### src/hw/mac_pwr_sync_pkg.sv
package mac_pwr_sync_pkg;
  localparam int ADDR_W = 8;
  localparam int SLOTS = 256;
  localparam int SLOT_W = 8;
  localparam int MAP_WORDS = SLOTS / 32;
  localparam int MAP_IDX_W = 3;
  localparam logic [ADDR_W-1:0] OFF_CMD = 8'h00;
  localparam logic [ADDR_W-1:0] OFF_SLEEP_CFG = 8'h04;
  localparam logic [ADDR_W-1:0] OFF_GRP_LO = 8'h08;
  localparam logic [ADDR_W-1:0] OFF_GRP_HI = 8'h0c;
  localparam logic [ADDR_W-1:0] OFF_STATE = 8'h10;
  localparam logic [ADDR_W-1:0] OFF_INT_STAT = 8'h14;
  localparam logic [ADDR_W-1:0] OFF_INT_CLR = 8'h18;
  localparam logic [ADDR_W-1:0] OFF_INT_EN = 8'h1c;
  localparam logic [ADDR_W-1:0] OFF_IND_SRC_LO = 8'h20;
  localparam logic [ADDR_W-1:0] OFF_IND_SRC_HI = 8'h24;
  localparam logic [ADDR_W-1:0] OFF_IND_SEQ = 8'h28;
  localparam logic [ADDR_W-1:0] OFF_IND_STAMP = 8'h2c;
  localparam logic [ADDR_W-1:0] OFF_MAP_BASE = 8'h40;
  localparam logic [ADDR_W-1:0] OFF_MAP_END = 8'h60;
  localparam int CMD_ANCHOR_REQ = 0;
  localparam int CMD_ANCHOR_SEL = 1;
  localparam int CMD_SLEEP_REQ = 2;
  localparam int CMD_SYNC_REQ = 3;
  localparam int CFG_POLICY_LSB = 0;
  localparam int CFG_PCA = 2;
  localparam int CFG_HARD = 3;
  localparam int CFG_SOFT = 4;
  localparam int CFG_LIMIT_LSB = 8;
  localparam int INT_ANCHOR_CNF = 0;
  localparam int INT_SLEEP_CNF = 1;
  localparam int INT_SYNC_CNF = 2;
  localparam int INT_ANCHOR_IND = 3;
  localparam int INT_SYNC_IND = 4;
  localparam int INT_W = 5;
  localparam int MCAST_BIT = 40;
  localparam int SEQ_W = 12;
  localparam int STAMP_W = 32;
  typedef enum logic [1:0] {
    POLICY_ALWAYS_ON = 2'b00,
    POLICY_PER_SCHEDULE = 2'b01,
    POLICY_PER_LOAD = 2'b10
  } rx_power_policy_t;
  typedef enum logic {RES_SUCCESS = 1'b0, RES_FAILURE = 1'b1} result_t;
  typedef struct packed {
    logic is_data;
    logic [47:0] destination_field;
    logic [47:0] sender_addr;
    logic [SEQ_W-1:0] seq;
  } frame_info_t;
  typedef struct packed {
    logic [47:0] sync_group_addr;
    logic [47:0] sender_addr;
    logic [SEQ_W-1:0] seq;
    logic [STAMP_W-1:0] stamp;
  } sync_ind_t;
endpackage : mac_pwr_sync_pkg

### src/hw/mac_power_sync_mgmt.sv
// Behaviour
// An accepted anchor-enable request makes the capabilities element advertise anchor ability.
// With anchor on, the beacon carries the anchor element once a neighbour's hibernation element arrived.
// Each received beacon anchor element raises an anchor-received indication.
// Every anchor enable or disable request gets exactly one SUCCESS or FAILURE confirm.
// A sleep schedule request replaces the stored slot bitmap and updates the availability element.
// The receiver stays awake in every slot marked active and may sleep in the others.
// Each sleep schedule request produces one confirm with its result.
// A sync request for a group activates the mechanism and is followed by one confirm.
// Once active, every data frame sent or received to the registered group raises an indication.
// The indication is timed from the start of the matching frame on the medium.
// An indication is raised only when the PHY reports the frame as successful.
// The indication carries group address, sender address and sequence number.
// The sync confirm is NOT_SUPPORTED, with no activation, if unsupported or not multicast; the code confirms RES_FAILURE instead.
// The anchor request selects start or stop with a two-valued selector.
// The power policy is always on, on per schedule or on per load.
// The contention slot limit caps awake contention slots per superframe, 0 to 255.
// One outstanding request per family, confirmed before the next one is taken.
`timescale 1ns/10ps
module mac_power_sync_mgmt
  import mac_pwr_sync_pkg::*;
#(
  parameter logic ANCHOR_SUPPORTED = 1'b1,
  parameter logic SYNC_SUPPORTED = 1'b1
)
(
  input wire logic ref_clk,
  input wire logic reset,
  input wire logic ce,
  input wire logic psel,
  input wire logic penable,
  input wire logic pwrite,
  input wire logic [ADDR_W-1:0] paddr,
  input wire logic [31:0] pwdata,
  output logic [31:0] prdata,
  output logic pready,
  output logic pslverr,
  output logic irq,
  input wire logic rx_hib_ie,
  input wire logic rx_anchor_ie,
  output logic cap_anchor,
  output logic beacon_anchor_ie,
  output logic anchor_ind,
  output logic pca_avail_update,
  output logic [SLOTS-1:0] pca_avail_map,
  input wire logic slot_tick,
  input wire logic [SLOT_W-1:0] slot_index,
  input wire logic superframe_start,
  input wire logic pca_slot,
  input wire logic nbr_hard_slot,
  input wire logic nbr_soft_slot,
  output logic rx_awake,
  input wire logic frame_start,
  input wire frame_info_t frame_info,
  input wire logic phy_done,
  input wire logic phy_ok,
  output logic sync_ind,
  output sync_ind_t sync_ind_data
);
  logic ready_reg, rd_ok;
  logic [31:0] prdata_reg, rd_word;
  logic wr_en, cmd_wr;
  logic anchor_pend_reg, anchor_sel_reg, anchor_on_reg, hib_seen_reg, anchor_res_reg;
  logic sleep_pend_reg, sleep_res_reg, sync_pend_reg, sync_on_reg, sync_res_reg;
  logic [15:0] cfg_stage_reg;
  logic [MAP_WORDS-1:0][31:0] map_stage_reg;
  logic [SLOTS-1:0] map_active_reg;
  rx_power_policy_t policy_reg;
  logic pca_en_reg, hard_reg, soft_reg;
  logic [7:0] limit_reg, pca_used_reg, pca_cnt;
  logic [47:0] grp_stage_reg, grp_reg;
  logic [INT_W-1:0] int_stat_reg, int_en_reg, int_set;
  logic [STAMP_W-1:0] stamp_reg;
  logic cand_reg;
  sync_ind_t cand_data_reg;
  logic policy_ok, sync_ok, pca_grant, sched_bit;
  // Zero-wait access: read data is registered in the setup cycle
  assign pready = ce & penable & ready_reg;
  assign prdata = prdata_reg;
  assign pslverr = pready & ~rd_ok;
  assign wr_en = psel & pready & pwrite & rd_ok;
  assign cmd_wr = wr_en & (paddr == OFF_CMD);
  always_comb
  begin
    rd_ok = 1'b1;
    rd_word = 32'h0000_0000;
    case (paddr)
      OFF_CMD: rd_word = 32'h0000_0000;
      OFF_SLEEP_CFG: rd_word = {16'h0000, cfg_stage_reg};
      OFF_GRP_LO: rd_word = grp_stage_reg[31:0];
      OFF_GRP_HI: rd_word = {16'h0000, grp_stage_reg[47:32]};
      OFF_STATE: rd_word = {21'h00_0000, sleep_pend_reg, sync_pend_reg, anchor_pend_reg,
                            2'b00, sync_on_reg, hib_seen_reg, anchor_on_reg,
                            sync_res_reg, sleep_res_reg, anchor_res_reg};
      OFF_INT_STAT: rd_word = {27'h000_0000, int_stat_reg};
      OFF_INT_CLR: rd_word = 32'h0000_0000;
      OFF_INT_EN: rd_word = {27'h000_0000, int_en_reg};
      OFF_IND_SRC_LO: rd_word = sync_ind_data.sender_addr[31:0];
      OFF_IND_SRC_HI: rd_word = {16'h0000, sync_ind_data.sender_addr[47:32]};
      OFF_IND_SEQ: rd_word = {20'h0_0000, sync_ind_data.seq};
      OFF_IND_STAMP: rd_word = sync_ind_data.stamp;
      default:
      begin
        rd_ok = (paddr >= OFF_MAP_BASE) && (paddr < OFF_MAP_END) && (paddr[1:0] == 2'b00);
        rd_word = rd_ok ? map_stage_reg[paddr[MAP_IDX_W+1:2]] : 32'h0000_0000;
      end
    endcase
  end
  always_ff @(posedge ref_clk or posedge reset)
  begin
    if (reset)
    begin
      ready_reg <= 1'b0;
      prdata_reg <= 32'h0000_0000;
    end
    else if (ce)
    begin
      ready_reg <= psel & ~pready;
      // Reload while waiting, so a setup cycle lost to a low enable still loads data
      if (psel & ~pready)
        prdata_reg <= rd_word;
    end
  end
  // Staging registers and the interrupt enable; a request reads the staging ones when it is processed
  always_ff @(posedge ref_clk or posedge reset)
  begin
    if (reset)
    begin
      cfg_stage_reg <= 16'h0000;
      grp_stage_reg <= 48'h0000_0000_0000;
      map_stage_reg <= '0;
      int_en_reg <= 5'h00;
    end
    else if (ce & wr_en)
    begin
      if (paddr == OFF_SLEEP_CFG)
        cfg_stage_reg <= pwdata[15:0];
      if (paddr == OFF_GRP_LO)
        grp_stage_reg[31:0] <= pwdata;
      if (paddr == OFF_GRP_HI)
        grp_stage_reg[47:32] <= pwdata[15:0];
      if (paddr == OFF_INT_EN)
        int_en_reg <= pwdata[INT_W-1:0];
      if (paddr >= OFF_MAP_BASE && paddr < OFF_MAP_END)
        map_stage_reg[paddr[MAP_IDX_W+1:2]] <= pwdata;
    end
  end
  // Anchor family
  always_ff @(posedge ref_clk or posedge reset)
  begin
    if (reset)
    begin
      anchor_pend_reg <= 1'b0;
      anchor_sel_reg <= 1'b0;
      anchor_on_reg <= 1'b0;
      anchor_res_reg <= RES_SUCCESS;
      hib_seen_reg <= 1'b0;
      anchor_ind <= 1'b0;
    end
    else if (ce)
    begin
      anchor_ind <= rx_anchor_ie;
      if (anchor_pend_reg)
      begin
        anchor_pend_reg <= 1'b0;
        anchor_res_reg <= ANCHOR_SUPPORTED ? RES_SUCCESS : RES_FAILURE;
        if (ANCHOR_SUPPORTED)
          anchor_on_reg <= anchor_sel_reg;
      end
      else if (cmd_wr & pwdata[CMD_ANCHOR_REQ])
      begin
        anchor_pend_reg <= 1'b1;
        anchor_sel_reg <= pwdata[CMD_ANCHOR_SEL];
      end
      // Forget the neighbour once anchoring stops, so a restart waits for a fresh one
      if (!anchor_on_reg)
        hib_seen_reg <= 1'b0;
      else if (rx_hib_ie)
        hib_seen_reg <= 1'b1;
    end
  end
  assign cap_anchor = anchor_on_reg;
  assign beacon_anchor_ie = anchor_on_reg & hib_seen_reg;
  // Sleep schedule family
  assign policy_ok = cfg_stage_reg[CFG_POLICY_LSB+1:CFG_POLICY_LSB] != 2'b11;
  always_ff @(posedge ref_clk or posedge reset)
  begin
    if (reset)
    begin
      sleep_pend_reg <= 1'b0;
      sleep_res_reg <= RES_SUCCESS;
      policy_reg <= POLICY_ALWAYS_ON;
      pca_en_reg <= 1'b0;
      hard_reg <= 1'b0;
      soft_reg <= 1'b0;
      limit_reg <= 8'h00;
      map_active_reg <= '0;
      pca_avail_update <= 1'b0;
    end
    else if (ce)
    begin
      pca_avail_update <= 1'b0;
      if (sleep_pend_reg)
      begin
        sleep_pend_reg <= 1'b0;
        sleep_res_reg <= policy_ok ? RES_SUCCESS : RES_FAILURE;
        if (policy_ok)
        begin
          policy_reg <= rx_power_policy_t'(cfg_stage_reg[CFG_POLICY_LSB+1:CFG_POLICY_LSB]);
          pca_en_reg <= cfg_stage_reg[CFG_PCA];
          hard_reg <= cfg_stage_reg[CFG_HARD];
          soft_reg <= cfg_stage_reg[CFG_SOFT];
          limit_reg <= cfg_stage_reg[CFG_LIMIT_LSB+7:CFG_LIMIT_LSB];
          map_active_reg <= map_stage_reg;
          pca_avail_update <= 1'b1;
        end
      end
      else if (cmd_wr & pwdata[CMD_SLEEP_REQ])
        sleep_pend_reg <= 1'b1;
    end
  end
  assign pca_avail_map = map_active_reg;
  assign pca_cnt = superframe_start ? 8'h00 : pca_used_reg;
  assign sched_bit = map_active_reg[slot_index];
  assign pca_grant = pca_en_reg & pca_slot & (pca_cnt < limit_reg);
  // Awake decision is registered, so it settles one cycle after the slot tick
  always_ff @(posedge ref_clk or posedge reset)
  begin
    if (reset)
    begin
      rx_awake <= 1'b1;
      pca_used_reg <= 8'h00;
    end
    else if (ce)
    begin
      if (superframe_start)
        pca_used_reg <= 8'h00;
      if (slot_tick)
      begin
        unique case (policy_reg)
          POLICY_ALWAYS_ON: rx_awake <= 1'b1;
          POLICY_PER_SCHEDULE: rx_awake <= sched_bit;
          POLICY_PER_LOAD:
          begin
            rx_awake <= sched_bit | pca_grant | (hard_reg & nbr_hard_slot) |
                        (soft_reg & nbr_soft_slot);
            if (pca_grant)
              pca_used_reg <= pca_cnt + 8'h01;
          end
          default: rx_awake <= 1'b1;
        endcase
      end
    end
  end
  // Sync family
  assign sync_ok = SYNC_SUPPORTED & grp_stage_reg[MCAST_BIT];
  always_ff @(posedge ref_clk or posedge reset)
  begin
    if (reset)
    begin
      sync_pend_reg <= 1'b0;
      sync_on_reg <= 1'b0;
      sync_res_reg <= RES_SUCCESS;
      grp_reg <= 48'h0000_0000_0000;
    end
    else if (ce)
    begin
      if (sync_pend_reg)
      begin
        sync_pend_reg <= 1'b0;
        sync_res_reg <= sync_ok ? RES_SUCCESS : RES_FAILURE;
        sync_on_reg <= sync_ok;
        if (sync_ok)
          grp_reg <= grp_stage_reg;
      end
      else if (cmd_wr & pwdata[CMD_SYNC_REQ])
        sync_pend_reg <= 1'b1;
    end
  end
  // Frame matching: fields and time are caught at frame start, reported on PHY success
  always_ff @(posedge ref_clk or posedge reset)
  begin
    if (reset)
    begin
      stamp_reg <= 32'h0000_0000;
      cand_reg <= 1'b0;
      cand_data_reg <= '0;
      sync_ind <= 1'b0;
      sync_ind_data <= '0;
    end
    else if (ce)
    begin
      stamp_reg <= stamp_reg + 32'h0000_0001;
      sync_ind <= 1'b0;
      if (phy_done)
      begin
        cand_reg <= 1'b0;
        if (cand_reg & phy_ok)
        begin
          sync_ind <= 1'b1;
          sync_ind_data <= cand_data_reg;
        end
      end
      if (frame_start)
      begin
        cand_reg <= sync_on_reg & frame_info.is_data &
                    (frame_info.destination_field == grp_reg);
        cand_data_reg.sync_group_addr <= grp_reg;
        cand_data_reg.sender_addr <= frame_info.sender_addr;
        cand_data_reg.seq <= frame_info.seq;
        cand_data_reg.stamp <= stamp_reg;
      end
    end
  end
  // Interrupts: a new event beats a clear in the same cycle
  assign int_set = {sync_ind, anchor_ind, sync_pend_reg, sleep_pend_reg, anchor_pend_reg};
  always_ff @(posedge ref_clk or posedge reset)
  begin
    if (reset)
      int_stat_reg <= 5'h00;
    else if (ce)
    begin
      if (wr_en && paddr == OFF_INT_CLR)
        int_stat_reg <= (int_stat_reg & ~pwdata[INT_W-1:0]) | int_set;
      else
        int_stat_reg <= int_stat_reg | int_set;
    end
  end
  assign irq = |(int_stat_reg & int_en_reg);

  a_cap_after_cnf: assert property (@(posedge ref_clk) disable iff (reset)
    (ce && anchor_pend_reg && anchor_sel_reg && ANCHOR_SUPPORTED) |=> cap_anchor)
    else $error("anchor capability not advertised after enable");
  a_beacon_anchor: assert property (@(posedge ref_clk) disable iff (reset)
    (ce && anchor_on_reg && rx_hib_ie && !anchor_pend_reg) |=> beacon_anchor_ie)
    else $error("anchor element missing from beacon");
  a_anchor_ind: assert property (@(posedge ref_clk) disable iff (reset)
    (ce && rx_anchor_ie) |=> anchor_ind ##1 int_stat_reg[INT_ANCHOR_IND])
    else $error("anchor indication not raised");
  a_anchor_one_cnf: assert property (@(posedge ref_clk) disable iff (reset)
    (ce && anchor_pend_reg) |=> (!anchor_pend_reg && int_stat_reg[INT_ANCHOR_CNF]))
    else $error("anchor confirm not issued once");
  a_sleep_apply: assert property (@(posedge ref_clk) disable iff (reset)
    (ce && sleep_pend_reg && policy_ok) |=>
      (pca_avail_update && map_active_reg == $past(map_stage_reg)))
    else $error("sleep schedule not applied");
  a_awake_sched: assert property (@(posedge ref_clk) disable iff (reset)
    (ce && slot_tick && policy_reg == POLICY_PER_SCHEDULE && sched_bit) |=> rx_awake)
    else $error("receiver asleep in active slot");
  a_sleep_cnf: assert property (@(posedge ref_clk) disable iff (reset)
    (ce && sleep_pend_reg) |=> (!sleep_pend_reg && int_stat_reg[INT_SLEEP_CNF]))
    else $error("sleep confirm missing");
  a_sync_refuse: assert property (@(posedge ref_clk) disable iff (reset)
    (ce && sync_pend_reg && !grp_stage_reg[MCAST_BIT]) |=>
      (!sync_on_reg && sync_res_reg == RES_FAILURE))
    else $error("non-multicast group activated");
  a_sync_phy_ok: assert property (@(posedge ref_clk) disable iff (reset)
    $rose(sync_ind) |-> $past(phy_done && phy_ok && cand_reg))
    else $error("sync indication without PHY success");
  a_sync_group: assert property (@(posedge ref_clk) disable iff (reset)
    $rose(sync_ind) |-> (sync_ind_data.sync_group_addr == grp_reg))
    else $error("sync indication carries wrong group");
  a_pca_limit: assert property (@(posedge ref_clk) disable iff (reset)
    (ce && slot_tick && policy_reg == POLICY_PER_LOAD && pca_grant) |=>
      (pca_used_reg <= limit_reg))
    else $error("contention slot limit exceeded");
endmodule : mac_power_sync_mgmt

### config.mk
export PLATFORM = sky130hd
export DESIGN_NAME = mac_power_sync_mgmt
export DESIGN_NICKNAME = d
export VERILOG_FILES = /design/src/hw/mac_pwr_sync_pkg.sv /design/src/hw/mac_power_sync_mgmt.sv
export SDC_FILE = /design/constraint.sdc
export NUM_CORES = 2
export LEC_CHECK = 0
export BUFFER_PORTS_ARGS = -buffer_cell sky130_fd_sc_hd__clkbuf_2
export CORE_MARGIN = 5
export CORE_UTILIZATION = 25
export CTS_CLUSTER_DIAMETER = 50
export DETAILED_ROUTE_END_ITERATION = 12
export REMOVE_ABC_BUFFERS = 1
export SLEW_MARGIN = 20
export SYNTH_ARGS = -nofsm -noshare
export SYNTH_HDL_FRONTEND = slang
export SYNTH_SLANG_ARGS = --single-unit
### constraint.sdc
create_clock -name ref_clk -period 38.2 [get_ports ref_clk]
set_input_delay 1.91 -clock ref_clk [delete_from_list [all_inputs] [get_ports ref_clk]]
set_output_delay 1.91 -clock ref_clk [all_outputs]
set_load 0.02 [all_outputs]
Word level (Yosys, flattened, before mapping)
Index checks and enable logic that the tools add are counted.
- add/sub/neg operators: 2
- $lt $le $gt $ge: 6
- equal/unequal tests: 16
- multiplexer cells: 32
- bitwise logic cells: 31
- reduce and logical (&&, ||, !) cells: 27
- operator list (cell ; count):
    32-bit case mux with 11 select lines ; 1
    256-bit bitwise mux ; 1
    32-bit binary-select mux with 3-bit select ; 1
    32-bit demux with 3-bit select ; 1
    32-bit two-way mux ; 3
    48-bit == test ; 1
    32-bit by 1-bit adder with 32-bit output, second input constant ; 1
    8-bit by 5-bit == test with 1-bit output, second input constant ; 4
    8-bit by 6-bit == test with 1-bit output, second input constant ; 4
    8-bit two-way mux ; 4
    2-bit AND reduction ; 13
    1-bit bitwise AND ; 20
    1-bit two-way mux ; 18
    8-bit by 4-bit == test with 1-bit output, second input constant ; 2
    3-bit AND reduction ; 4
    12-bit OR reduction ; 1
    5-bit bitwise AND ; 2
    5-bit OR ; 2
    8-bit by 9-bit < comparator with 1-bit output, second input constant ; 1
    8-bit by 1-bit adder with 8-bit output, second input constant ; 1
    1-bit binary-select mux with 8-bit select ; 1
    8-bit by 3-bit == test with 1-bit output, second input constant ; 1
    8-bit by 7-bit >= comparator with 1-bit output, second input constant ; 1
    8-bit zero test ; 1
    other kinds (17) ; 25
- register bits: 1014
- bits of input ports: 173
- output and inout bits: 437
- logic and storage cells: 160

Longest topological paths before layout
- depth after elaboration: 9
- mapped depth: 12
- depth with buffers taken out: 10

Worst setup path after synthesis
Ideal clock, no wire load.
- kind: input to output
- start: input paddr[4]
- end: output pslverr
- arrival: 2.586 ns
- data required time: 36.290 ns
- setup slack: 33.704 ns
- stages on the path: 5
- path buffers: 1
- path through: buf_6 -> nor3_4 -> nand2_2 -> a21boi_2 -> nor2_1
- longest elaborated chain between the ends: 6
- elaborated cells between the ends (all ways): 20
- classes of those cells: 2 x order compare; 11 x eq/ne; 1 x mux; 2 x bitwise; 4 x reduce/logical
- ends and longest elaborated chain (element ; RTL line ; text):
    start: declaration ; mac_power_sync_mgmt.sv:33 ; input wire logic [ADDR_W-1:0] paddr,
    8-bit by 7-bit >= comparator with 1-bit output / 8-bit by 7-bit < comparator with 1-bit output (equally long branches) ; mac_power_sync_mgmt.sv:104 ; rd_ok = (paddr >= OFF_MAP_BASE) && (paddr < OFF_MAP_END) && (paddr[1:0] == 2'b00);
    1-bit logical AND (2 in a row) ; mac_power_sync_mgmt.sv:104 ;
    1-bit two-way mux * ; mac_power_sync_mgmt.sv:87 ; case (paddr)
    1-bit NOT * ; mac_power_sync_mgmt.sv:80 ; assign pslverr = pready & ~rd_ok;
    1-bit bitwise AND * ; mac_power_sync_mgmt.sv:80 ;
    end: declaration ; mac_power_sync_mgmt.sv:37 ; output logic pslverr,
Mark *: on every way between the ends. The rest lies on a longest branch, timed or not.

==> flow_summary.yaml <==
cts:
  path_clk_slew_ns: 0.06
  hold_buffers: 0
  cts.htree.levels: 4
  clock-root-buffer: "clkbuf_16"
  clk_latency_ns: 0.77
  numCtsBuffers: 136
  clkSinkCount: 1014
  cts_tree: "yes"
  cts_resized: 0
  cts_setup_buffers: 0
  cts_max_path_buffers: 3
setup_path:
  arrival_ns: 5.90
  crit_required_ns: 38.97
  path_class: "input port to async pin"
  crit_slowest_cell: "buf_4"
  cp-end-kind: "async pin"
  r2r_setup_slack_ns: 35.10
  crit_path_cell_trace: "clkbuf_2, inv_8, buf_16, buf_4, buf_4, buf_4, buf_4"
  worstPathMaxFanout: 84
  cp_top_family: "buffers and inverters"
  cp_num_buf_inv: 7
  max_stage_delay_ns: 0.82
  critPathLaunchType: "input port"
  cp_common_cell: "buf_4"
routing:
  wirelength_um: 174000
  wl_per_cell_um: 26.4
  viasPerCell: 4.79
  drtIter0Drc: 2554
  drt-pass1-iter-count: 6
  vias: 31500
  drtAntennaViolNets: 0
  drcViolationCount: 0
global_route:
  grt_usage_pct: 18.4
  grt_overflow: 0
  met1_usage_pct: 21.6
  gr-max-usage-layer: "met2"
  grt_pass1_wl_um: 245000
  groute.layer.met3.usage_pct: 3.84
  grt_max_degree: 181
  met2_usage_pct: 31.3
  first_global_vias: 32200
  antenna_found_initial: 22
timing:
  setup_viol: 0
  hold_viol: 0
  relSlewSlack_pct: 28.6
  period_share_pct: 13.4
  worst_pin_slew_ns: 1.07
  maxSlewViolCount: 0
  finClkSkew_ns: 0.0296
  fmax_ghz: 0.195
  layout_min_cycle_time_ns: 5.14
  hold_ws_ns: 0.475
  tns_ns: 0
  rsz0062_at_grt: "no"
floorplan:
  core_um2: 176000
  start_util_pct: 25.1
  dieArea_um2: 184000
  fp-row-count: 154
  die_y_um: 430
  ios: 610
  die_x_um: 430
yosys:
  synth_cell_types: 68
  async_flop_share_pct: 100
  synth.most_common_cell: "dfrtp_1"
  synthesis.area_um2: 44000
  avgSynthCellArea_um2: 12.5
  yosysTopAreaCellShare_pct: 57.6
  ys_warn_count: 0
  ys_top_cells_by_count: "1,013 x dfrtp_1, 885 x nand2_1, 649 x mux2_2, 143 x clkbuf_1, 105 x mux4_2"
  syn_inst: 3515
  synth.area.top_cells: "dfrtp_1 58%, mux2_2 17%, nand2_1 7.6%"
  ys_ff_latch: 1014
  synth_edf_count: 0
  ys.flop_type: "dfrtp_1"
  seq_area_frac_synth_pct: 57.7
  yosysTopAreaCell: "dfrtp_1"
pwr:
  power_leakage_nw: 27.5
  peakVddDrop_uv: 41.4
  power_density_nw_per_um2: 46.4
cells_and_area:
  nNetsFinal: 4289
  areaGrowthSynthToFinish_pct: 23.5
  multi_input_area_um2: 17700
  final_util_pct: 31.0
  regArea_um2: 25400
  drive_above_1_share_pct: 39.9
  finalNonFillerCells: 6571
  fillers: 17700
place:
  port_buffers: 609
  placed_cells: 6306
  gp_congestion: 0.891
  dp_hpwl_um: 127000
status:
  status: "finished clean"
hold_path:
  hold_path.class: "flop to flop"
run:
  cap_violations: 0
[cells in the final DEF (no fill, tap or decap), drive strengths merged, types with 4 or more instances in the layout]
cell | Yosys | layout
dfrtp | 1013 | 1013
nand2 | 886 | 886
clkbuf | 143 | 785
mux2 | 681 | 681
mux4 | 105 | 105
nor2 | 66 | 66
buf | 73 | 64
a22oi | 55 | 55
mux2i | 54 | 54
xnor2 | 53 | 53
inv | 20 | 42
nand3 | 41 | 41
o21ai | 37 | 37
clkinv | 1 | 31
nand4 | 27 | 27
xor2 | 26 | 26
a21oi | 26 | 26
a222oi | 22 | 22
a31oi | 21 | 21
nor2b | 20 | 20
diode | 0 | 15
nor3 | 15 | 15
and3 | 11 | 11
ha | 10 | 10
clkinvlp | 0 | 10
o22a | 9 | 9
nor4 | 8 | 8
a221oi | 8 | 8
o21a | 7 | 7
a211oi | 7 | 7
nand2b | 6 | 6
o211ai | 6 | 6
bufinv | 0 | 6
and2 | 5 | 5
a22o | 5 | 5
nand4b | 4 | 4
o221ai | 4 | 4
o2111ai | 4 | 4
a21o | 4 | 4
[logic make-up after synthesis]
| family | after synthesis | share of synthesized area, % |
|---|---|---|
| AO/OA/AOI/OAI | 233 | 3.83 |
| XOR/XNOR | 79 | 1.57 |
| adder cells (fa/ha/maj) | 10 | 0.284 |
| buffers and inverters | 237 | 2.28 |
| flip-flops | 1014 | 57.7 |
| multiplexers | 840 | 24.0 |
| AND/OR/NAND/NOR | 1102 | 10.3 |
[cell type report]
class,count,share of cell area (%)
Antenna cell,15,0.0691
Tap cell,2340,5.39
Clock buffer,180,7.05
Clock inverter,68,1.43
Timing Repair Buffer,669,6.59
Sequential cell,1014,46.7
Multi-Input combinational cell,2264,32.6
Inverter,21,0.159
[stage by stage]
stage	setup WS, ns	instance area, um2	power [mW]
global placement	32.16	49600	1.25
CTS	32.97	54200	2.55
detailed placement	32.12	49600	1.25
global route	32.39	54300	2.61
finish	33.06	54300	2.52
floorplan	7.76	43100	1.19
[routing by layer]
metal	wire length (um)	vias to the layer above
met5	20	-
met4	10500	4
met3	9860	338
met2	87100	1164
met1	66300	16500
li1	-	13500
[where the power goes]
| part | switching [mW] | total, mW | internal (mW) |
|---|---|---|---|
| clock network | 0.527 | 1.29 | 0.762 |
| logic | 0.0819 | 0.123 | 0.0410 |
| registers | 0.0143 | 1.11 | 1.10 |
| total | 0.623 | 2.52 | 1.90 |
[path summary, 6_finish.rpt]
check	from	to	depth (start not counted)
setup / recovery	reset	sync_ind_data[96]$_DFFE_PP0P_	7
hold / removal	stamp_reg[31]$_DFFE_PP0P_	stamp_reg[31]$_DFFE_PP0P_	1
setup reg to reg	sleep_pend_reg$_DFFE_PP0P_	pca_avail_map[58]$_DFFE_PP0P_	6
hold reg to reg	stamp_reg[31]$_DFFE_PP0P_	stamp_reg[31]$_DFFE_PP0P_	1
max in group ref_clk	paddr[4]	pslverr	6
min in group asynchronous	reset	pca_avail_map[71]$_DFFE_PP0P_	2
Power figures use the tool's default switching activity.
